## src/synth_cfg_pkg.sv

```systemverilog
// Purpose: shared constants for the divider configuration port and its controller
// Assumes: one 50 MHz core clock, all pins sampled on it
// Notes:
// Operation
// - p_load rise captures parallel m and n
// - p_load low: m and n follow parallel inputs
// - s_clock rise shifts s_data into 14 bits
// - serial load acts only while p_load high
// - stream order: probe, post, feedback fields
// - each field shifted most significant bit first
// - s_load fall moves shifted divides into counters
// - probe select set only by serial stream
// - p_load low forces probe select to zero
// - probe mux decode of eight select codes
// - select 000 streams shift register out
// - select 110 bypasses: s_clock drives dividers
// - bypass probe rate is s_clock over 2N
// - controller streams probe select from cfg unchanged
// - parallel at power-up, serial retune later
// - post select 00:/2 01:/4 10:/8 11:/1
package synth_cfg_pkg;
  localparam int M_W   = 9;
  localparam int N_W   = 2;
  localparam int T_W   = 3;
  localparam int SR_W  = 14;
  localparam int SR_M_LSB = 0;
  localparam int SR_N_LSB = 9;
  localparam int SR_T_LSB = 11;

  localparam logic [T_W-1:0] PROBE_SHIFT  = 3'h0;
  localparam logic [T_W-1:0] PROBE_ONE    = 3'h1;
  localparam logic [T_W-1:0] PROBE_REF16  = 3'h2;
  localparam logic [T_W-1:0] PROBE_FB     = 3'h3;
  localparam logic [T_W-1:0] PROBE_SYNTH  = 3'h4;
  localparam logic [T_W-1:0] PROBE_ZERO   = 3'h5;
  localparam logic [T_W-1:0] PROBE_BYPASS = 3'h6;
  localparam logic [T_W-1:0] PROBE_SYN4   = 3'h7;

  localparam logic [N_W-1:0] POST_DIV2 = 2'h0;
  localparam logic [N_W-1:0] POST_DIV4 = 2'h1;
  localparam logic [N_W-1:0] POST_DIV8 = 2'h2;
  localparam logic [N_W-1:0] POST_DIV1 = 2'h3;

  localparam int DIV_W     = 4;
  localparam int REF_BIT   = 3;
  localparam int SYN4_BIT  = 1;

  localparam int CLK_MHZ       = 50;
  localparam int SCLK_HALF_NS  = 100;
  localparam int PLOAD_LOW_NS  = 200;
  localparam int SCLK_HALF_CYC = (SCLK_HALF_NS * CLK_MHZ + 999) / 1000;
  localparam int PLOAD_LOW_CYC = (PLOAD_LOW_NS * CLK_MHZ + 999) / 1000;
  localparam int TMR_W         = 8;

  localparam logic [7:0] REG_CTRL   = 8'h00;
  localparam logic [7:0] REG_CFG    = 8'h04;
  localparam logic [7:0] REG_STATUS = 8'h08;
  localparam int CTRL_PAR_GO = 0;
  localparam int CTRL_SER_GO = 1;
  localparam int ST_BUSY     = 0;
  localparam int ST_PROBE    = 1;
  localparam int ST_SYNTH    = 2;
  localparam int ST_PLOAD    = 3;
  localparam logic [SR_W-1:0] CFG_RESET = 14'h0000;
endpackage

```

## src/synth_cfg_if.sv

```systemverilog
`timescale 1ns/1ps
interface synth_cfg_if;
  import synth_cfg_pkg::*;
  logic           p_load;
  logic [M_W-1:0] m_sel;
  logic [N_W-1:0] n_sel;
  logic           s_clock;
  logic           s_data;
  logic           s_load;
  logic           probe_out;
  logic           synth_clock_out;
  modport device (input p_load, m_sel, n_sel, s_clock, s_data, s_load, output probe_out, synth_clock_out);
  modport ctrl (output p_load, m_sel, n_sel, s_clock, s_data, s_load, input probe_out, synth_clock_out);
endinterface

```

## src/synth_divider_config_port.sv

```systemverilog
`timescale 1ns/1ps
// Purpose: configuration logic of the clock synthesizer with a digital stand-in for the vco
// Assumes: every pin is synchronous to core_clk; one core_clk cycle is one vco half period
// Notes: divider chains count ticks; in bypass a tick is any s_clock change
module synth_divider_config_port
  import synth_cfg_pkg::*;
(
  input  wire logic core_clk,
  input  wire logic resetn,
  input  wire logic crystal_reference,
  synth_cfg_if.device link
);

  logic            p_load_prev_r;
  logic            s_clock_prev_r;
  logic            s_load_prev_r;
  logic            ref_prev_r;
  logic [SR_W-1:0] shift_r;
  logic [M_W-1:0]  m_r;
  logic [N_W-1:0]  n_r;
  logic [T_W-1:0]  t_r;
  logic [DIV_W-1:0] div_cnt_r;
  logic [M_W-1:0]  fb_cnt_r;
  logic            fb_pulse_r;
  logic            synth_r;
  logic            synth_nxt;
  logic            byp_half_r;
  logic [DIV_W-1:0] ref_cnt_r;
  logic [1:0]      syn4_cnt_r;
  logic            probe_r;
  logic            probe_nxt;
  logic            p_load_rise;
  logic            s_clock_rise;
  logic            s_clock_edge;
  logic            s_load_fall;
  logic            bypass;
  logic            tick;
  logic            vco_rise;
  logic            synth_rise;

  assign p_load_rise  = link.p_load & ~p_load_prev_r;
  assign s_clock_rise = link.s_clock & ~s_clock_prev_r;
  assign s_clock_edge = link.s_clock ^ s_clock_prev_r;
  assign s_load_fall  = ~link.s_load & s_load_prev_r;
  assign bypass       = (t_r == PROBE_BYPASS);
  // in bypass both s_clock edges advance the chain, so post /1 equals s_clock
  assign tick         = bypass ? s_clock_edge : 1'b1;
  assign vco_rise     = tick & ~div_cnt_r[0];
  assign synth_rise   = synth_nxt & ~synth_r;

  // link pin history; reset values match the idle pin levels so no false edge follows reset
  always_ff @(posedge core_clk) begin
    if (!resetn) begin
      p_load_prev_r  <= 1'b0;
      s_clock_prev_r <= 1'b0;
      s_load_prev_r  <= 1'b0;
    end else begin
      p_load_prev_r  <= link.p_load;
      s_clock_prev_r <= link.s_clock;
      s_load_prev_r  <= link.s_load;
    end
  end

  // reference history; a high level at release may count as one edge
  always_ff @(posedge core_clk) begin
    if (!resetn) begin
      ref_prev_r <= 1'b0;
    end else begin
      ref_prev_r <= crystal_reference;
    end
  end

  // serial shift register, fields land msb first at the top end
  always_ff @(posedge core_clk) begin
    if (!resetn) begin
      shift_r <= CFG_RESET;
    end else if (link.p_load && s_clock_rise) begin
      shift_r <= {shift_r[SR_W-2:0], link.s_data};
    end
  end

  // divide configuration: transparent while p_load low, then serial updates
  // parallel path wins over a latch strobe in the same cycle
  always_ff @(posedge core_clk) begin
    if (!resetn) begin
      m_r <= CFG_RESET[SR_M_LSB +: M_W];
      n_r <= CFG_RESET[SR_N_LSB +: N_W];
    end else if (!link.p_load || p_load_rise) begin
      m_r <= link.m_sel;
      n_r <= link.n_sel;
    end else if (s_load_fall) begin
      m_r <= shift_r[SR_M_LSB +: M_W];
      n_r <= shift_r[SR_N_LSB +: N_W];
    end
  end

  // probe select has no parallel path
  // a latch fall seen while p_load is low is dropped, not held over
  always_ff @(posedge core_clk) begin
    if (!resetn) begin
      t_r <= PROBE_SHIFT;
    end else if (!link.p_load) begin
      t_r <= PROBE_SHIFT;
    end else if (s_load_fall) begin
      t_r <= shift_r[SR_T_LSB +: T_W];
    end
  end

  // vco stand-in counter feeding the post divider
  // in bypass it holds between s_clock edges
  always_ff @(posedge core_clk) begin
    if (!resetn) begin
      div_cnt_r <= '0;
    end else if (tick) begin
      div_cnt_r <= div_cnt_r + 4'h1;
    end
  end

  // post divider tap
  always_comb begin
    case (n_r)
      POST_DIV2: synth_nxt = div_cnt_r[1];
      POST_DIV4: synth_nxt = div_cnt_r[2];
      POST_DIV8: synth_nxt = div_cnt_r[3];
      POST_DIV1: synth_nxt = div_cnt_r[0];
      default:   synth_nxt = div_cnt_r[0];
    endcase
  end

  // post output registered so a tap change cannot glitch the pin
  always_ff @(posedge core_clk) begin
    if (!resetn) begin
      synth_r <= 1'b0;
    end else begin
      synth_r <= synth_nxt;
    end
  end

  // feedback counter, divides vco by m plus one; a new m is taken at the next reload
  always_ff @(posedge core_clk) begin
    if (!resetn) begin
      fb_cnt_r <= '0;
    end else if (vco_rise) begin
      fb_cnt_r <= (fb_cnt_r == '0) ? m_r : fb_cnt_r - 9'h001;
    end
  end

  // feedback output: one vco period high per count cycle
  always_ff @(posedge core_clk) begin
    if (!resetn) begin
      fb_pulse_r <= 1'b0;
    end else if (vco_rise) begin
      fb_pulse_r <= (fb_cnt_r == '0);
    end
  end

  // bypass feedback: high one half period in two post periods, not 50% duty
  always_ff @(posedge core_clk) begin
    if (!resetn) begin
      byp_half_r <= 1'b0;
    end else if (synth_rise) begin
      byp_half_r <= ~byp_half_r;
    end
  end

  // reference edge count for the /16 probe tap
  always_ff @(posedge core_clk) begin
    if (!resetn) begin
      ref_cnt_r <= '0;
    end else if (crystal_reference && !ref_prev_r) begin
      ref_cnt_r <= ref_cnt_r + 4'h1;
    end
  end

  // post output rises for the /4 probe tap
  always_ff @(posedge core_clk) begin
    if (!resetn) begin
      syn4_cnt_r <= '0;
    end else if (synth_rise) begin
      syn4_cnt_r <= syn4_cnt_r + 2'h1;
    end
  end

  // probe multiplexer
  always_comb begin
    case (t_r)
      PROBE_SHIFT:  probe_nxt = shift_r[SR_W-1];
      PROBE_ONE:    probe_nxt = 1'b1;
      PROBE_REF16:  probe_nxt = ref_cnt_r[REF_BIT];
      PROBE_FB:     probe_nxt = fb_pulse_r;
      PROBE_SYNTH:  probe_nxt = synth_r;
      PROBE_ZERO:   probe_nxt = 1'b0;
      PROBE_BYPASS: probe_nxt = byp_half_r & synth_r;
      PROBE_SYN4:   probe_nxt = syn4_cnt_r[SYN4_BIT];
      default:      probe_nxt = 1'b0;
    endcase
  end

  // probe pin registered so mux switching cannot glitch it
  always_ff @(posedge core_clk) begin
    if (!resetn) begin
      probe_r <= 1'b0;
    end else begin
      probe_r <= probe_nxt;
    end
  end

  assign link.probe_out       = probe_r;
  assign link.synth_clock_out = synth_r;

endmodule

```

## src/flat_wrapper.sv

```systemverilog
// flat-port wrapper written by rule: the top's interface ports become plain ports
module synth_divider_config_port_flat import synth_cfg_pkg::*;
  (core_clk, resetn, crystal_reference, link_p_load, link_m_sel, link_n_sel, link_s_clock, link_s_data, link_s_load, link_probe_out, link_synth_clock_out);
  synth_cfg_if link_i ();
  input  wire logic core_clk;
  input  wire logic resetn;
  input  wire logic crystal_reference;
  input wire logic [$bits(link_i.p_load)-1:0] link_p_load;
  input wire logic [$bits(link_i.m_sel)-1:0] link_m_sel;
  input wire logic [$bits(link_i.n_sel)-1:0] link_n_sel;
  input wire logic [$bits(link_i.s_clock)-1:0] link_s_clock;
  input wire logic [$bits(link_i.s_data)-1:0] link_s_data;
  input wire logic [$bits(link_i.s_load)-1:0] link_s_load;
  output wire logic [$bits(link_i.probe_out)-1:0] link_probe_out;
  output wire logic [$bits(link_i.synth_clock_out)-1:0] link_synth_clock_out;
  assign link_i.p_load = link_p_load;
  assign link_i.m_sel = link_m_sel;
  assign link_i.n_sel = link_n_sel;
  assign link_i.s_clock = link_s_clock;
  assign link_i.s_data = link_s_data;
  assign link_i.s_load = link_s_load;
  assign link_probe_out = link_i.probe_out;
  assign link_synth_clock_out = link_i.synth_clock_out;
  synth_divider_config_port u_core (.core_clk(core_clk), .resetn(resetn), .crystal_reference(crystal_reference), .link(link_i));
endmodule
```

## config.mk

```make
export PLATFORM = sky130hd
export DESIGN_NAME = synth_divider_config_port_flat
export DESIGN_NICKNAME = d
export VERILOG_FILES = /design/src/synth_cfg_pkg.sv /design/src/synth_cfg_if.sv /design/src/synth_divider_config_port.sv /design/src/flat_wrapper.sv
export SDC_FILE = /design/constraint.sdc
export NUM_CORES = 1
export LEC_CHECK = 0
export BUFFER_PORTS_ARGS = -buffer_cell sky130_fd_sc_hd__buf_2
export CAP_MARGIN = 40
export CORE_MARGIN = 2
export CORE_UTILIZATION = 55
export DETAILED_ROUTE_END_ITERATION = 10
export PLACE_DENSITY = 0.74
export SKIP_CTS_REPAIR_TIMING = 1
export SLEW_MARGIN = 15
export SYNTH_ARGS = -nofsm -noshare
export SYNTH_HDL_FRONTEND = slang
export SYNTH_SLANG_ARGS = --single-unit
```

## constraint.sdc

```tcl
create_clock -name core_clk -period 4.9 [get_ports core_clk]
set_clock_uncertainty 0.2 [all_clocks]
set_input_delay 0 -clock core_clk [delete_from_list [all_inputs] [get_ports core_clk]]
set_output_delay 0 -clock core_clk [all_outputs]
set_load 0.01 [all_outputs]
```

==> out/metrics.cfg <==
[synthesis]
yosysTopAreaCell=dfxtp_1
postSynthCellCount=267
synth_top_area_share_pct=46.41
synth.area.top_cells=dfxtp_1, mux2i_1, nand2_1, a21oi_1, nor2_1
synth_seq_area_share_pct=46.41
ys.flop_type=dfxtp_1
synth-edff-count=0
ys_ff_latch=55
synth_nets=289
async_flop_share_pct=0
synth_area_per_cell_sq_um=8.885
syn_area_sq_um=2372
yosys_warnings=0
netlist-cell-type-count=48

[clock_network]
cts_sinks=55
clock_path_buffers=2
clkSlewWorstSetupHoldPaths_ns=0.09
cts_htree_levels=2
cts_tree=built
cts_root_buffer=clkbuf_8
clk-insertion-delay-late_ns=0.30
numCtsBuffers=5

[timing]
relSlewSlack_pct=51.87
slew_violations=0
fin_crit_ns=2.120
setup_tns_ns=0
setup_viol=0
fin_crit_sh_pct=43.26
clock.fmax_mhz=471.8
fin_ws_ns=2.780
rsz0062_at_grt=no
hold_violations=0
tightest_slew_ns=0.7215

[critical_path]
max_stage_delay_ns=0.46
crit_path_end_kind=register
crit_slowest_cell=or3_1
crit_chain=inv_1, ha_1, nor3b_2, nand3b_1, or3_1, a31oi_1
cp.required_ns=4.93
crit_fanout=11
startpoint_type=register
arrival_ns=2.14
setup.worst_path.class=reg2reg

[finish]
drive_gt1_share_pct=12.17
final_core_util_pct=68.22
layout_commonest_cell=dfxtp_1
seqCellArea_sq_um=1101
fin_nets=325
syn2layout_area_growth_pct=17.51
multi_input_area_sq_um=1170
fill_cells=349
mostFrequentLayoutCells=dfxtp_1, nand2_1, nor2_1
diodes=0

[place]
pre_cts_ws_ns=2.801
place.gp.congestion=0.8450
io_buffers=19
dp_hpwl_mm=3.126

[grt]
grt_pass1_vias=1740
overflow=0
grt_start_max_net_pins=35
antenna_found_initial=0
track_usage_pct=19.72
grt_pass1_wl_mm=7.859

[outcome]
status=finished, final reports clean

[pwr]
vdd_ir_drop_max_mv=0.2131
power.density_nw_per_um2=396.1
p_leak_nw=1.088

[die]
die_area_sq_um=4855
num_rows=23
ioPinCount=20
coreArea_sq_um=4086
die_x_um=69.68
die-height_um=69.68
initial_core_util_pct=58.05

[route]
ant_nets=0
drc=0
dr_total_vias=1918
wire_per_inst_um=13.82
drt_iter0_drc=138
drt_wl_total_mm=4.894
routed_via_density=5.418
drtPass1Iterations=4

[flow_run]
drv_cap=0

[hold_path]
hp-class=reg2reg

## state kept, by name (all words and copies together) (netlist names)
signal and cells:
u_core.shift_r 14, u_core.fb_cnt_r 9, u_core.m_r 9, u_core.div_cnt_r 4, u_core.ref_cnt_r 4, u_core.t_r 3
u_core.n_r 2, u_core.syn4_cnt_r 2, u_core.byp_half_r 1, u_core.fb_pulse_r 1, u_core.link.probe_out 1, u_core.link.synth_clock_out 1
u_core.p_load_prev_r 1, u_core.ref_prev_r 1, u_core.s_clock_prev_r 1, u_core.s_load_prev_r 1
## report_power, final
group	leakage (nW)	switching, mW	internal [mW]
Clock	0.0422	0.138	0.101
Sequential	0.450	0.0519	0.496
Combinational	0.596	0.159	0.158
Total	1.09	0.349	0.755
## cells by family after synthesis
logic type	after synthesis	synth area share [%]
buffers and inverters	25	4.272
xor gates and xnor gates	7	2.584
and+or+nand+nor	107	22.26
adders and majority gates	4	2.110
DFF	55	46.41
muxes	19	8.544
AOI/OAI and AO/OA	50	13.82
## worst max-delay path: cells and delay by family, from the launching register on
family | cells | cell delay, ns
flip-flops | 1 | 0.33
buffers and inverters | 1 | 0.09
adder cells (fa/ha/maj) | 1 | 0.21
AND/OR/NAND/NOR | 3 | 1.07
AO/OA/AOI/OAI | 1 | 0.16
## layer usage
metal / wire length (um) / track usage (%) / vias to the layer above
li1: - / - / 1001
met1: 2373 / 26.42 / 884
met2: 2325 / 32.26 / 29
met3: 161 / 4.797 / 4
met4: 34 / 4.701 / 0
met5: 0 / 0 / -
## area by class of cell
type,instances,share of cell area (%)
clock buffers,7,2.738
flip-flops and latches,55,39.50
well taps,50,2.244
multi-input cells,187,41.97
clock inverters,1,0.1795
inverters,11,1.481
repair buffers,43,11.89
## Yosys cell counts (3+ instances only)
| library cell | count |
|---|---|
| and2_1 | 5 |
| nor3_1 | 3 |
| nand2_1 | 44 |
| xor2_1 | 6 |
| nand3_1 | 4 |
| a211oi_1 | 11 |
| buf_2 | 3 |
| a21oi_1 | 22 |
| mux2i_1 | 18 |
| inv_1 | 11 |
| dfxtp_1 | 55 |
| ha_1 | 4 |
| nor2_1 | 26 |
| nand4_1 | 4 |
| clkbuf_1 | 10 |
## final timing paths
| check | from | end | slack, ns | depth (start not counted) |
|---|---|---|---|---|
| setup / recovery | u_core.fb_cnt_r[0] | u_core.fb_cnt_r[0] | 2.78 | 6 |
| hold / removal | u_core.shift_r[9] | u_core.shift_r[10] | 0.27 | 2 |
| setup reg to reg | u_core.fb_cnt_r[0] | u_core.fb_cnt_r[0] | 2.78 | 6 |
| hold reg to reg | u_core.shift_r[9] | u_core.shift_r[10] | 0.27 | 2 |
## per-stage QoR
step / hold slack [ns] / power [mW] / cell area (sq um) / cells
floorplan: -0.07829 / 0.7992 / 2372 / 267
global placement: 0.01644 / 0.8480 / 2485 / 324
detailed placement: 0.02812 / 0.8567 / 2496 / 325
CTS: -0.2926 / 1.092 / 2577 / 333
global route: 0.3077 / 1.171 / 2788 / 354
finish: 0.2747 / 1.104 / 2788 / 354
(Power assumes the default switching activity.)
